`config.mk`:
```
export PLATFORM = sky130hd
export DESIGN_NAME = rjmp_unit
export DESIGN_NICKNAME = d
export VERILOG_FILES = /design/src/common/rjmp_pkg.sv /design/src/hdl/rjmp_target.sv /design/src/hdl/rjmp_unit.sv
export SDC_FILE = /design/constraint.sdc
export NUM_CORES = 1
export LEC_CHECK = 0
export ABC_AREA = 1
export CAP_MARGIN = 10
export CORE_MARGIN = 2
export CORE_UTILIZATION = 37
export CTS_CLUSTER_SIZE = 20
export DETAILED_ROUTE_END_ITERATION = 8
export DONT_BUFFER_PORTS = 1
export SETUP_SLACK_MARGIN = 0.1
export SKIP_CTS_REPAIR_TIMING = 1
export SLEW_MARGIN = 40
export SYNTH_ARGS = -nofsm -noshare
export SYNTH_HDL_FRONTEND = slang
export SYNTH_SLANG_ARGS = --single-unit
```
`constraint.sdc`:
```
create_clock -name clock -period 3.14 [get_ports clock]
set_clock_uncertainty 0.2 [all_clocks]
set_input_delay 0.157 -clock clock [delete_from_list [all_inputs] [get_ports clock]]
set_output_delay 0.157 -clock clock [all_outputs]
set_load 0.03 [all_outputs]
```
`src/common/rjmp_pkg.sv`:
```
// Package for the region and register jump unit: field layout, encodings,
// register map and the structs carried between the unit and the core.
// Assumes a 64-bit general register file and 32-bit instruction words.
package rjmp_pkg;

  localparam int GPR_W = 64;

  // Instruction field positions
  localparam int OPC_HI   = 31;
  localparam int OPC_LO   = 26;
  localparam int SRC_HI   = 25;
  localparam int SRC_LO   = 21;
  localparam int RT_HI    = 20;
  localparam int RT_LO    = 16;
  localparam int LNK_HI   = 15;
  localparam int LNK_LO   = 11;
  localparam int HINT_HI  = 10;
  localparam int HINT_LO  = 6;
  localparam int FN_HI    = 5;
  localparam int FN_LO    = 0;
  localparam int BARR_BIT = 10;
  localparam int IDX_W    = 26;
  localparam int REGION_LO = 28;

  // Fixed encodings
  localparam logic [5:0] OPC_SPECIAL = 6'h00;
  localparam logic [5:0] FN_REG_CALL = 6'h09;
  localparam logic [4:0] REG_ZERO    = 5'h00;
  localparam logic [4:0] REG_RA      = 5'h1f;
  localparam logic [63:0] LINK_OFS   = 64'h0000_0000_0000_0008;
  localparam logic [63:0] SLOT_OFS   = 64'h0000_0000_0000_0004;

  // Register byte addresses
  localparam logic [3:0] ADR_CTRL   = 4'h0;
  localparam logic [3:0] ADR_STATUS = 4'h4;
  localparam logic [3:0] ADR_MASK   = 4'h8;
  localparam logic [3:0] ADR_TGT_LO = 4'hc;

  // Control bits
  localparam int CTL_ENABLE = 0;
  localparam int CTL_REL6   = 1;
  localparam int CTL_MULTI  = 2;
  localparam int CTL_SIXT   = 3;
  localparam int CTL_MODE   = 4;   // Read-only view of code_set_flag
  localparam logic [3:0] CTRL_RST = 4'h3;

  // Status / mask bits
  localparam int ST_RSVD   = 0;
  localparam int ST_ADRERR = 1;
  localparam int ST_BARR   = 2;
  localparam int ST_W      = 3;

  // One issued instruction
  typedef struct packed {
    logic             valid;
    logic [31:0]      instr;
    logic [GPR_W-1:0] pc;
    logic [GPR_W-1:0] src_val;
    logic             other_control_transfer_op;
  } rjmp_issue_s;

  // Program counter redirect
  typedef struct packed {
    logic             valid;
    logic [GPR_W-1:0] target;
    logic             mode;
    logic             barrier;
  } rjmp_redir_s;

endpackage : rjmp_pkg

```
`src/hdl/rjmp_target.sv`:
```
// Target former: region target, register target and mode bit.
// Pure combinational; used by the jump unit.
`timescale 1ns/1ps
module rjmp_target
  import rjmp_pkg::*;
(
  // Operands
  input  wire logic [GPR_W-1:0] pc,
  input  wire logic [IDX_W-1:0] index,
  input  wire logic [GPR_W-1:0] src_val,
  // Configuration
  input  wire logic             multi_set_present,
  input  wire logic             sixteen_bit_ext_present,
  // Results
  output logic      [GPR_W-1:0] region_target,
  output logic      [GPR_W-1:0] reg_target,
  output logic                  reg_mode_load,
  output logic                  reg_mode_val
);

  logic [GPR_W-1:0] slot_addr;
  logic             compressed;

  // Upper bits come from the delay slot, so a jump in a region's last
  // word lands in the next region
  assign slot_addr     = pc + SLOT_OFS;
  assign region_target = {slot_addr[GPR_W-1:REGION_LO], index, 2'b00};

  assign compressed = multi_set_present | sixteen_bit_ext_present;

  // Register target, bit 0 becomes the mode when a compressed set exists
  always_comb
  begin
    if (compressed)
    begin
      reg_target    = {src_val[GPR_W-1:1], 1'b0};
      reg_mode_load = 1'b1;
      reg_mode_val  = src_val[0];
    end
    else
    begin
      reg_target    = src_val;
      reg_mode_load = 1'b0;
      reg_mode_val  = 1'b0;
    end
  end

endmodule : rjmp_target

```
`src/hdl/rjmp_unit.sv`:
```
// Region and register jump unit: decodes region jump, region call and
// register call/return, runs the delay slot, checks target alignment.
// Assumes in-order single issue, one instruction per issue.valid pulse,
// and a fetch unit that reports each fetch address on the same clock.
//
// Functional notes
// - Region target low 28 bits are the 26-bit index shifted left two.
// - Target bits above 27 come from the delay-slot address.
// - The instruction after a jump runs before control moves.
// - Region call writes PC plus eight into register 31.
// - Release 6: control transfer in a delay slot raises reserved-instruction.
// - Register call links PC plus eight to its link field, jumps to source.
// - Source captured and link written in step one, PC loaded next step.
// - No compressed set: whole value to PC, mode unchanged.
// - Compressed set: bit 0 to mode flag, target bit 0 cleared.
// - No compressed set: low two bits nonzero fault at target fetch.
// - Compressed set: mode bit 0 with bit 1 set faults at fetch.
// - Hint zero is default; hint bit 10 asks for the barrier.
// - Release 6 return is register call with link zero; old code dropped.
`timescale 1ns/1ps
module rjmp_unit
  import rjmp_pkg::*;
#(
  parameter logic [5:0] REGION_JUMP_OPC = 6'h3a,  // Arbitrary, set from opcode table
  parameter logic [5:0] REGION_CALL_OPC = 6'h3b,  // Arbitrary, set from opcode table
  parameter logic [5:0] OLD_RETURN_FN   = 6'h3e   // Arbitrary, set from opcode table
)
(
  // Clock and reset
  input  wire logic              clock,
  input  wire logic              rst_n,
  // Avalon-MM slave
  input  wire logic [3:0]        avs_address,
  input  wire logic              avs_read,
  input  wire logic              avs_write,
  input  wire logic [31:0]       avs_writedata,
  output logic      [31:0]       avs_readdata,
  output logic                   avs_waitrequest,
  output logic                   irq,
  // Issue stream
  input  wire rjmp_issue_s       issue,
  // Link write-back
  output logic                   link_we,
  output logic      [4:0]        link_idx,
  output logic      [GPR_W-1:0]  link_data,
  // Redirect and exceptions
  output rjmp_redir_s            redirect,
  output logic                   code_set_flag,
  output logic                   rsvd_exc,
  // Fetch check
  input  wire logic              fetch_valid,
  input  wire logic [GPR_W-1:0]  fetch_addr,
  output logic                   adr_err
);

  // Decoded classes of the issued word
  typedef enum logic [1:0] {
    RJMP_NONE   = 2'b00,
    RJMP_REGION = 2'b01,
    RJMP_REG    = 2'b10
  } rjmp_kind_e;

  // Pending-jump state between step I and step I+1
  typedef enum logic [0:0] {
    RJMP_IDLE = 1'b0,
    RJMP_SLOT = 1'b1
  } rjmp_state_e;

  logic [3:0]       ctrl_q;
  logic [ST_W-1:0]  status_q;
  logic [ST_W-1:0]  status_d;
  logic [ST_W-1:0]  mask_q;
  logic             ack_q;
  logic [31:0]      rdata_q;
  logic             wr_take;
  rjmp_state_e      state_q;
  logic [GPR_W-1:0] tgt_q;
  logic             mode_ld_q;
  logic             mode_val_q;
  logic             barr_q;
  logic             mode_q;
  logic             chk_q;
  logic [GPR_W-1:0] chk_tgt_q;
  logic             chk_mode_q;
  logic             chk_comp_q;
  logic [GPR_W-1:0] last_tgt_q;
  rjmp_kind_e       kind;
  logic             is_call;
  logic [4:0]       dest;
  logic [GPR_W-1:0] region_tgt;
  logic [GPR_W-1:0] reg_tgt;
  logic             reg_mode_ld;
  logic             reg_mode_val;
  logic             slot_xfer;
  logic             ev_rsvd;
  logic             ev_adr;
  logic             ev_barr;
  logic             enable;
  logic             rel6;

  assign enable = ctrl_q[CTL_ENABLE];
  assign rel6   = ctrl_q[CTL_REL6];

  // Classify one instruction word; used for the jump and the slot check
  function automatic rjmp_kind_e decode_kind(input logic [31:0] w, input logic r6);
    logic [5:0] op;
    logic [5:0] fn;
    op = w[OPC_HI:OPC_LO];
    fn = w[FN_HI:FN_LO];
    if (op == REGION_JUMP_OPC || op == REGION_CALL_OPC)
      decode_kind = RJMP_REGION;
    else if (op == OPC_SPECIAL && fn == FN_REG_CALL && w[RT_HI:RT_LO] == REG_ZERO)
      decode_kind = RJMP_REG;
    else if (op == OPC_SPECIAL && fn == OLD_RETURN_FN && !r6)
      decode_kind = RJMP_REG;   // Old return encoding gone in release 6
    else
      decode_kind = RJMP_NONE;
  endfunction : decode_kind

  // Misfetch check of a register target at fetch time
  function automatic logic misaligned(input logic [GPR_W-1:0] a, input logic m,
                                      input logic comp);
    if (comp)
      misaligned = !m && a[1];
    else
      misaligned = a[1:0] != 2'b00;
  endfunction : misaligned

  assign kind = decode_kind(issue.instr, rel6);

  // Link destination: register 31 for region call, link field for register call
  always_comb
  begin
    is_call = 1'b0;
    dest    = REG_ZERO;
    if (kind == RJMP_REGION && issue.instr[OPC_HI:OPC_LO] == REGION_CALL_OPC)
    begin
      is_call = 1'b1;
      dest    = REG_RA;
    end
    else if (kind == RJMP_REG && issue.instr[FN_HI:FN_LO] == FN_REG_CALL
             && issue.instr[LNK_HI:LNK_LO] != REG_ZERO)
    begin
      is_call = 1'b1;
      dest    = issue.instr[LNK_HI:LNK_LO];
    end
  end

  rjmp_target u_target (
    .pc                      (issue.pc),
    .index                   (issue.instr[IDX_W-1:0]),
    .src_val                 (issue.src_val),
    .multi_set_present       (ctrl_q[CTL_MULTI]),
    .sixteen_bit_ext_present (ctrl_q[CTL_SIXT]),
    .region_target           (region_tgt),
    .reg_target              (reg_tgt),
    .reg_mode_load           (reg_mode_ld),
    .reg_mode_val            (reg_mode_val)
  );

  // Any control transfer arriving while a jump waits for its slot
  assign slot_xfer = issue.valid && state_q == RJMP_SLOT
                     && (kind != RJMP_NONE || issue.other_control_transfer_op);
  assign ev_rsvd   = slot_xfer && rel6;

  // Jump sequencing: step I captures, the slot instruction is step I+1
  always_ff @(posedge clock)
  begin
    if (!rst_n)
    begin
      state_q    <= RJMP_IDLE;
      tgt_q      <= '0;
      mode_ld_q  <= 1'b0;
      mode_val_q <= 1'b0;
      barr_q     <= 1'b0;
    end
    else if (issue.valid && enable)
    begin
      unique case (state_q)
        RJMP_IDLE:
          if (kind != RJMP_NONE)
          begin
            state_q    <= RJMP_SLOT;
            tgt_q      <= (kind == RJMP_REGION) ? region_tgt : reg_tgt;
            mode_ld_q  <= (kind == RJMP_REG) && reg_mode_ld;
            mode_val_q <= reg_mode_val;
            // Only register jumps carry a hint; zero means plain handling
            barr_q     <= (kind == RJMP_REG) && issue.instr[BARR_BIT];
          end
        RJMP_SLOT:
          state_q <= RJMP_IDLE;   // Slot issued; a slot jump is not chained
      endcase
    end
  end

  // Link write-back in the jump's own step
  always_ff @(posedge clock)
  begin
    if (!rst_n)
    begin
      link_we   <= 1'b0;
      link_idx  <= REG_ZERO;
      link_data <= '0;
    end
    else
    begin
      link_we <= issue.valid && enable && state_q == RJMP_IDLE && is_call;
      if (issue.valid && state_q == RJMP_IDLE && is_call)
      begin
        link_idx  <= dest;
        link_data <= issue.pc + LINK_OFS;
      end
    end
  end

  // Redirect once the slot instruction has issued, unless it trapped
  always_ff @(posedge clock)
  begin
    if (!rst_n)
    begin
      redirect <= '0;
      mode_q   <= 1'b0;
      rsvd_exc <= 1'b0;
    end
    else
    begin
      redirect.valid <= 1'b0;
      rsvd_exc       <= ev_rsvd && enable;
      if (issue.valid && enable && state_q == RJMP_SLOT && !ev_rsvd)
      begin
        redirect.valid   <= 1'b1;
        redirect.target  <= tgt_q;
        redirect.barrier <= barr_q;
        redirect.mode    <= mode_ld_q ? mode_val_q : mode_q;
        if (mode_ld_q)
          mode_q <= mode_val_q;
      end
    end
  end

  assign code_set_flag = mode_q;

  // Alignment is judged when the target is fetched, not at the jump
  always_ff @(posedge clock)
  begin
    if (!rst_n)
    begin
      chk_q      <= 1'b0;
      chk_tgt_q  <= '0;
      chk_mode_q <= 1'b0;
      chk_comp_q <= 1'b0;
      adr_err    <= 1'b0;
      last_tgt_q <= '0;
    end
    else
    begin
      adr_err <= 1'b0;
      if (redirect.valid)
      begin
        chk_q      <= 1'b1;
        chk_tgt_q  <= redirect.target;
        chk_mode_q <= redirect.mode;
        chk_comp_q <= ctrl_q[CTL_MULTI] | ctrl_q[CTL_SIXT];
        last_tgt_q <= redirect.target;
      end
      else if (chk_q && fetch_valid && fetch_addr == chk_tgt_q)
      begin
        chk_q   <= 1'b0;
        adr_err <= misaligned(chk_tgt_q, chk_mode_q, chk_comp_q);
      end
    end
  end

  assign ev_adr  = adr_err;
  assign ev_barr = redirect.valid && redirect.barrier;

  // Bus answer: one wait cycle for every access, then a single ack
  always_ff @(posedge clock)
  begin
    if (!rst_n)
      ack_q <= 1'b0;
    else
      ack_q <= (avs_read || avs_write) && !ack_q;
  end

  assign avs_waitrequest = (avs_read || avs_write) && !ack_q;
  assign wr_take         = avs_write && ack_q;

  // Read mux, registered in the wait cycle; unmapped reads return zero
  always_ff @(posedge clock)
  begin
    if (!rst_n)
      rdata_q <= 32'h0000_0000;
    else if (avs_read && !ack_q)
    begin
      unique case (avs_address)
        ADR_CTRL:   rdata_q <= {27'h0000000, mode_q, ctrl_q};
        ADR_STATUS: rdata_q <= {29'h00000000, status_q};
        ADR_MASK:   rdata_q <= {29'h00000000, mask_q};
        ADR_TGT_LO: rdata_q <= last_tgt_q[31:0];
        default:    rdata_q <= 32'h0000_0000;
      endcase
    end
  end

  assign avs_readdata = rdata_q;

  // Control and mask registers
  always_ff @(posedge clock)
  begin
    if (!rst_n)
    begin
      ctrl_q <= CTRL_RST;
      mask_q <= '0;
    end
    else if (wr_take)
    begin
      if (avs_address == ADR_CTRL)
        ctrl_q <= avs_writedata[3:0];
      if (avs_address == ADR_MASK)
        mask_q <= avs_writedata[ST_W-1:0];
    end
  end

  // Sticky events; a new event beats a write-one clear in the same cycle
  always_comb
  begin
    status_d = status_q;
    if (wr_take && avs_address == ADR_STATUS)
      status_d = status_q & ~avs_writedata[ST_W-1:0];
    status_d[ST_RSVD]   = status_d[ST_RSVD]   | rsvd_exc;
    status_d[ST_ADRERR] = status_d[ST_ADRERR] | ev_adr;
    status_d[ST_BARR]   = status_d[ST_BARR]   | ev_barr;
  end

  always_ff @(posedge clock)
  begin
    if (!rst_n)
      status_q <= '0;
    else
      status_q <= status_d;
  end

  // Level interrupt while any unmasked event is pending
  assign irq = |(status_q & mask_q);

endmodule : rjmp_unit

```
; After elaboration in Yosys (flattened, before gate mapping)
; Cells that the tools add are included.
[word_totals]
out_inout_bits = 174
romBits = 0
mem_bits_rw = 0
n_memories = 0
wordCells = 112
latchBits = 0
regBits = 317
inputBits = 267
[op_classes]
shifts = 0
n_eq_ne = 10
n_addsub = 2
order_cmp = 0
n_mul = 0
n_div = 0
reduce_logical = 47
n_bitwise = 10
mux = 20
[ops]
columns = op, count
row1 = one-hot mux 32 bit (4 select lines), 1
row2 = two-way mux 67 bit, 1
row3 = "adder 64 x 3 -> 64 bit, second input constant", 1
row4 = "adder 64 x 4 -> 64 bit, second input constant", 1
row5 = == test 64 bit, 1
row6 = two-way mux 64 bit, 1
row7 = logical AND 1 bit, 28
row8 = "== test 6 bit, second input constant", 3
row9 = two-way mux 1 bit, 10
row10 = two-way mux 5 bit, 2
row11 = "== test 4 bit, second input constant", 2
row12 = bitwise AND 3 bit, 2
row13 = "== test 6 x 4 -> 1 bit, second input constant", 1
row14 = zero test 6 bit, 1
row15 = two-way mux 2 bit, 3
row16 = nonzero test 2 bit, 3
row17 = OR reduction 3 bit, 2
row18 = zero test 5 bit, 1
row19 = nonzero test 5 bit, 1
row20 = "== test 4 x 3 -> 1 bit, second input constant", 1
row21 = zero test 1 bit, 4
row22 = zero test 4 bit, 1
row23 = bitwise OR 1 bit, 4
row24 = AND reduction 2 bit, 2
row25 = 8 further kinds, 12

; Logic depth before layout (Yosys ltp)
; Gate-level depths: netlist of run 1.
[depth]
depth_word = 13
ltp_mapped = 12
mapped_depth_nobuf = 12

; By module
; From an unflattened synthesis of run 1, not the netlist that was laid out.
[unflattened]
cells_unflattened = 2939
hier_area_um2 = 18272.5
[by_module_without_submodules]
columns = mod, instances, seq_area_each_um2, cells_each, area_each_um2
row1 = rjmp_unit, 1, 6346.1, 2388, 15662.5
row2 = rjmp_target, 1, 0.0, 551, 2610.0

; Worst setup path after synthesis of run 1
; No wires, ideal clock.
[synth_timing]
kind = input to register
startpoint = in issue[160] in the netlist's numbering
endpoint = reg link_data[62]
n_path_buf = 2
t_required_ps = 2825
slack_ps = 1383
arrival_ps = 1442
cell_stages = 8
setup_ps = 115
cell_sequence = or2_1 -> nor2_2 -> nand3_2 -> o21ai_4 -> nand2_2 -> buf_6 -> buf_4 -> o21a_1
[synth_via]
elab_chain_len = 12
elab_cells_between_ends = 19
cone_classes = eq/ne: 4 / mux: 5 / reduce/logical: 10
[synth_rtl]
columns = element, line_no
row1 = start: declaration, rjmp_unit.sv:41  ; input wire rjmp_issue_s issue,
row2 = zero test 6 bit, "rjmp_unit.sv:112, rjmp_unit.sv:114"
row3 = logical AND 1 bit (2 in a row), rjmp_unit.sv:114  ; else if (op == OPC_SPECIAL && fn == OLD_RETURN_FN && !r6)
row4 = two-way mux 2 bit, rjmp_unit.sv:114
row5 = two-way mux 2 bit, rjmp_unit.sv:112  ; else if (op == OPC_SPECIAL && fn == FN_REG_CALL && w[RT_HI:RT_LO] == REG_ZERO)
row6 = two-way mux 2 bit, rjmp_unit.sv:110  ; if (op == REGION_JUMP_OPC || op == REGION_CALL_OPC)
row7 = == test 2 bit, rjmp_unit.sv:141  ; else if (kind == RJMP_REG && issue.instr[FN_HI:FN_LO] == FN_REG_CALL
row8 = logical AND 1 bit, rjmp_unit.sv:141
row9 = logical AND 1 bit, rjmp_unit.sv:142  ; && issue.instr[LNK_HI:LNK_LO] != REG_ZERO)
row10 = two-way mux 1 bit, rjmp_unit.sv:141
row11 = two-way mux 1 bit (*), rjmp_unit.sv:136  ; if (kind == RJMP_REGION && issue.instr[OPC_HI:OPC_LO] == REGION_CALL_OPC)
row12 = logical AND 1 bit (*), rjmp_unit.sv:208  ; if (issue.valid && state_q == RJMP_IDLE && is_call)
row13 = end signal: assignment, rjmp_unit.sv:211  ; link_data <= issue.pc + LINK_OFS;
row14 = end: declaration, rjmp_unit.sv:45  ; output logic [GPR_W-1:0] link_data,
; Every way passes the cells marked *; elsewhere a longest branch is shown, timed or not.
; A chain may end at the register's enable or synchronous reset.

; Worst setup path after layout of run 1
[layout_timing]
startpoint = in issue[69] in the netlist's numbering
endpoint = reg tgt_q[35]
[layout_via]
elab_chain_len = 2
[layout_rtl]
columns = element, line_no
row1 = adder 64 x 3 -> 64 bit, rjmp_target.sv:26  ; assign slot_addr = pc + SLOT_OFS;
row2 = two-way mux 64 bit, rjmp_unit.sv:184  ; tgt_q <= (kind == RJMP_REGION) ? region_tgt : reg_tgt;
row3 = end signal: assignment, rjmp_unit.sv:184
row4 = end: declaration, rjmp_unit.sv:77  ; logic [GPR_W-1:0] tgt_q;
; No other way between the ends.

==> flow_metrics.env, run 1 <==
export IMPL_yosys_warnings=0
export IMPL_endpoint_kind="flop"
export IMPL_gr_usage_all_layers_pct=28.63
export IMPL_drt_total_wl_um=66990
export IMPL_r2r_cells=11
export IMPL_failed_checks="hold timing"
export IMPL_nNetsFinal=2800
export IMPL_ys_seq_elements=317
export IMPL_drc=0
export IMPL_synth_edf_count=0
export IMPL_setup_viol=0
export IMPL_timing_fmax_ghz=0.3707
export IMPL_hold_depth=6
export IMPL_die_y_um=209.0
export IMPL_synth_area_per_cell_um2=6.552
export IMPL_core_mm2=0.04176
export IMPL_tns_ps=0
export IMPL_rows=75
export IMPL_worst_slew_pin_slew_ps=867.3
export IMPL_required_ps=3390
export IMPL_fin_crit_ps=2697
export IMPL_drt_pre_antenna_iters=7
export IMPL_io_pins=441
export IMPL_yosys_mux_area_fraction_pct=0
export IMPL_cap_violations=0
export IMPL_status="complete, but fails checks"
export IMPL_min_delay_path_class="input port to flop"
export IMPL_fp_dieArea_mm2=0.04370
export IMPL_tritoncts="done"
export IMPL_dpl_hpwl_um=49220
export IMPL_avgRoutedWirePerCell_um=21.59
export IMPL_path_class="input port to flop"
export IMPL_layout_commonest_cell="nand2_1"
export IMPL_synthSimpleGateAreaFrac_pct=31.31
export IMPL_p_leak_nw=7.442
export IMPL_insertion_delay_ps=560
export IMPL_worstSetupStartpointType="input port"
export IMPL_drive_above_1_share_pct=3.983
export IMPL_synth_xor_area_share_pct=4.505
export IMPL_path_clk_slew_ps=60
export IMPL_grt_start_max_net_pins=188
export IMPL_powerDensity_mw_per_mm2=488.2
export IMPL_final_cell_mix="nand2_1, nor2_1, dfxtp_1"
export IMPL_ys_async_sr_fraction_pct=0
export IMPL_ant_nets=0
export IMPL_grt_antenna_before_repair=5
export IMPL_fin_cells=3103
export IMPL_start_util_pct=37.25
export IMPL_synthFlopType="dfxtp_1"
export IMPL_dieWidth_um=209.0
export IMPL_place_congestion=0.9809
export IMPL_hold_slack_ps=-68.93
export IMPL_grt_first_pass_wirelength_um=94550
export IMPL_io_buffer_count=0
export IMPL_dp_cells=2812
export IMPL_numCtsBuffers=38
export IMPL_crit_arrival_ps=2940
export IMPL_synth_compound_area_share_pct=15.62
export IMPL_ir_drop_mv=0.3584
export IMPL_synth_fa_ha_area_share_pct=0.08044
export IMPL_cts_max_level=2
export IMPL_initialDrtViolationCount=1295
export IMPL_synth_cell_types=35
export IMPL_ctsLongestPathBuffers=3
export IMPL_synth_nets=2642
export IMPL_maxSlewHeadroom_pct=42.18
export IMPL_vias=16420
export IMPL_viasPerCell=5.292
export IMPL_drv_slew=0
export IMPL_grt_overflow_total=0
export IMPL_rsz0062_at_grt="false"
export IMPL_netlist_area_mm2=0.01555
export IMPL_crit_path_max_fanout=6
export IMPL_grt_pass1_vias=15080
export IMPL_synth_top_family_by_area="simple AND/OR/NAND/NOR gates"
export IMPL_ys_seq_area_share_pct=40.80
export IMPL_cts_root_buf="clkbuf_16"
export IMPL_clock_sinks=317
export IMPL_syn_inst=2374
export IMPL_hold_viol=10
export IMPL_area_growth_pct=25.14
export IMPL_timing_final_crit_share_pct=85.90
sequential cells by signal, indices dropped and copies added (netlist names), named ones only:
register,count
ack_q,1
adr_err,1
avs_readdata,32
barr_q,1
chk_comp_q,1
chk_mode_q,1
chk_q,1
ctrl_q,4
last_tgt_q,64
link_data,64
link_idx,5
link_we,1
mask_q,3
mode_ld_q,1
mode_val_q,1
redirect,66
rsvd_exc,1
state_q,1
status_q,3
tgt_q,64
layout make-up:
type	count	area, um2
fill	4328	22290
multi-input combinational	1755	8045
sequential	317	6347
timing repair buffer	241	2387
clock buffer	57	1112
inverter	179	678.2
tap	539	674.4
clock inverter	12	214.0
antenna	3	7.507
metal layers:
metal  wire [um]  part of all wire, %  GRT usage [%]  vias to the layer above
li1            -                    -              -                     7998
met1       27090                   40          33.00                     7574
met2       31020                   46          48.03                      702
met3        6081                  9.1          10.69                      144
met4        2768                  4.1          11.33                        4
met5          29                0.043              0                        -
stage by stage:
stage	utilization, %	hold slack (ps)	instance area, um2	setup WS (ps)	power [W]
4_1_cts	41.31	-512.3	17250	722.7	0.009308
3_3_place_gp	38.12	78.30	15920	778.1	0.004685
2_1_floorplan	-	83.42	15550	1383	0.004574
3_5_place_dp	38.13	81.79	15920	735.2	0.004687
6_report	46.62	-68.93	19470	442.6	0.009503
5_1_grt	46.61	4.051	19460	271.6	0.009828
critical path: stages:
cell and delay (ps):
dlygate4sd3_1 540, ha_1 280, inv_1 120, nor2_4 200
nand2_1 200, nor2_2 280, nand2_1 110, xor2_1 180
o21ai_0 220, a21oi_1 90, dlygate4sd3_1 560
cells in the mapped netlist (9+ instances only):
library cell	number	area [um2]
nand2_1	612	2297
nor2_1	334	1254
dfxtp_1	317	6346
a21oi_1	232	1161
o21ai_0	215	1076
nand3_1	213	1066
inv_1	177	664.4
clkbuf_1	88	330.3
xor2_1	47	411.6
xnor2_1	33	289.0
buf_2	17	85.08
nor3_1	17	85.08
nand4_1	13	81.33
o22ai_1	12	75.07
buf_1	9	33.78
report_power, final:
part / internal [W] / switching (W)
Sequential: 0.00406 / 0.0000884
Combinational: 0.000308 / 0.000421
Clock: 0.00280 / 0.00182
kinds of logic (layout without fill, tap and decap cells):
logic type | count (synthesis) | count (layout)
compound gates | 474 | 474
flops | 317 | 317
fa+ha+maj | 1 | 1
buf+inv | 302 | 489
other cells | 0 | 3
simple gates | 1200 | 1200
xor+xnor | 80 | 80
path summary, 6_finish.rpt:
check / from / end / slack (ps)
worst max-delay path: issue[69] / tgt_q[35] / 440
worst min-delay path: avs_address[0] / status_q[1] / -70
worst min register to register: chk_comp_q / chk_comp_q / 250
worst max register to register: ctrl_q[1] / tgt_q[60] / 560
Power figures use the tool's default switching activity.
==> run 2: changes to the inputs <==
CORE_UTILIZATION = 30   (was 37)
CTS_BUF_LIST = sky130_fd_sc_hd__clkbuf_4 sky130_fd_sc_hd__clkbuf_8   (was unset)
TNS_END_PERCENT = 100   (was unset)
==> flow_metrics.env, run 2 (synthesized netlist as in run 1, its figures left out) <==
export IMPL_dpl_hpwl_um=51200
export IMPL_crit_path_frequent_cell="nor2_1"
export IMPL_fin_cells=3341
export IMPL_drive_above_1_share_pct=5.650
export IMPL_io_pins=441
export IMPL_grt_antenna_before_repair=7
export IMPL_gr_usage_all_layers_pct=24.16
export IMPL_drt_pre_antenna_iters=6
export IMPL_grt_pass1_vias=15170
export IMPL_path_clk_slew_ps=60
export IMPL_drv_slew=0
export IMPL_clock_sinks=317
export IMPL_regMostFlops="redirect"
export IMPL_core_mm2=0.05130
export IMPL_fin_crit_ps=2959
export IMPL_nNetsFinal=2876
export IMPL_min_delay_path_class="input port to flop"
export IMPL_crit_chain="dlygate4sd3_1, nand2_1, nor2_1, nand2_1, nor3_1, nand2_1, nor2_1, xor2_1, dlygate4sd3_1, nor2_1, nor2_1"
export IMPL_rsz0062_at_grt="false"
export IMPL_dieWidth_um=231.7
export IMPL_io_buffer_count=0
export IMPL_final_cell_mix="nand2_1, nor2_1, dfxtp_1"
export IMPL_ctsLongestPathBuffers=3
export IMPL_cts_root_buf="clkbuf_8"
export IMPL_drc=0
export IMPL_cts_max_level=2
export IMPL_tns_ps=0
export IMPL_nFillCells=5464
export IMPL_start_util_pct=30.32
export IMPL_area_growth_pct=30.73
export IMPL_ir_drop_mv=0.4066
export IMPL_required_ps=3540
export IMPL_viasPerCell=5.144
export IMPL_worst_slew_pin_slew_ps=795.3
export IMPL_powerDensity_mw_per_mm2=477.8
export IMPL_failed_checks="hold timing"
export IMPL_drt_total_wl_um=71690
export IMPL_timing_final_crit_share_pct=94.23
export IMPL_status="complete, but fails checks"
export IMPL_dp_cells=2951
export IMPL_cpPeakStageDelay_ps=660
export IMPL_crit_path_max_fanout=4
export IMPL_worstSetupStartpointType="input port"
export IMPL_vias=17190
export IMPL_grt_first_pass_wirelength_um=97220
export IMPL_slowest_stage="dlygate4sd3_1"
export IMPL_die_y_um=231.7
export IMPL_maxSlewHeadroom_pct=46.98
export IMPL_grt_start_max_net_pins=188
export IMPL_p_leak_nw=7.777
export IMPL_grt_overflow_total=0
export IMPL_numCtsBuffers=60
export IMPL_crit_arrival_ps=3360
export IMPL_rows=83
export IMPL_ant_nets=0
export IMPL_cap_violations=0
export IMPL_hold_viol=9
export IMPL_place_congestion=1.017
export IMPL_initialDrtViolationCount=1490
export IMPL_insertion_delay_ps=680
export IMPL_endpoint_kind="flop"
export IMPL_path_class="input port to flop"
export IMPL_fp_dieArea_mm2=0.05369
export IMPL_timing_fmax_ghz=0.3380
export IMPL_layout_commonest_cell="nand2_1"
export IMPL_tritoncts="done"
export IMPL_avgRoutedWirePerCell_um=21.46
export IMPL_setup_viol=0
export IMPL_hold_slack_ps=-83.26
export IMPL_largest_register_ffs=66
[run 2: cell count changes in the layout (fill, tap and decap cells not counted), sizes merged]
cell         delta
dlygate4sd3    +55
clkbuf         +35
clkinv          +4
diode           +3
buf             -1
bufinv          +1
clkinvlp        -1
inv             +1
[run 2: layout make-up]
| type | instances | area [um2] | area share [%] |
|---|---|---|---|
| clock inverters | 17 | 242.7 | 1.194 |
| clock buffers | 92 | 1197 | 5.889 |
| diodes | 6 | 15.01 | 0.07384 |
| inverters | 179 | 676.9 | 3.329 |
| flip-flops and latches | 317 | 6347 | 31.21 |
| well taps | 680 | 850.8 | 4.184 |
| multi-input cells | 1755 | 8045 | 39.56 |
| repair buffers | 295 | 2959 | 14.55 |
[run 2: layer usage]
metal	track usage (%)	routed length, um	vias up	share of wire (%)
met5	0	11	-	0.015
met4	11.88	3819	2	5.3
met3	7.380	6611	186	9.2
met2	39.50	32740	817	46
met1	28.70	28510	8014	40
li1	-	-	8168	-
[run 2: worst max-delay path, delay by kind of cell]
family	cells	cell delay (ps)
xor gates and xnor gates	1	280
buffers and inverters	2	1280
and+or+nand+nor	8	1640
[run 2: path summary, 6_finish.rpt]
| path | cells after the start | slack (ps) | startpoint | end |
|---|---|---|---|---|
| max | 11 | 180 | issue[70] | link_data[42] |
| min | 8 | -80 | fetch_addr[32] | adr_err |
| max reg2reg | 13 | 340 | last_tgt_q[13] | chk_q |
| min reg2reg | 2 | 250 | last_tgt_q[5] | avs_readdata[5] |
[run 2: metrics by stage]
| step | instance area [um2] | hold WS, ps | power, W | worst slack, ps | utilization, % |
|---|---|---|---|---|---|
| floorplan | 15550 | 83.42 | 0.004574 | 1383 | - |
| global placement | 16090 | 86.76 | 0.004690 | 808.1 | 31.37 |
| detailed placement | 16100 | 112.0 | 0.004695 | 790.1 | 31.38 |
| CTS | 17540 | -619.7 | 0.009485 | 743.8 | 34.19 |
| global route | 20330 | 5.699 | 0.01007 | 120.0 | 39.64 |
| finish | 20330 | -83.26 | 0.009715 | 181.1 | 39.64 |
[run 2: where the power goes]
group | internal (W) | switching [W] | leakage [nW] | total (W)
sequential | 0.00407 | 0.0000907 | 2.56 | 0.00416
clock | 0.00286 | 0.00191 | 0.762 | 0.00476
combinational | 0.000344 | 0.000450 | 4.46 | 0.000794
total | 0.00727 | 0.00245 | 7.78 | 0.00972
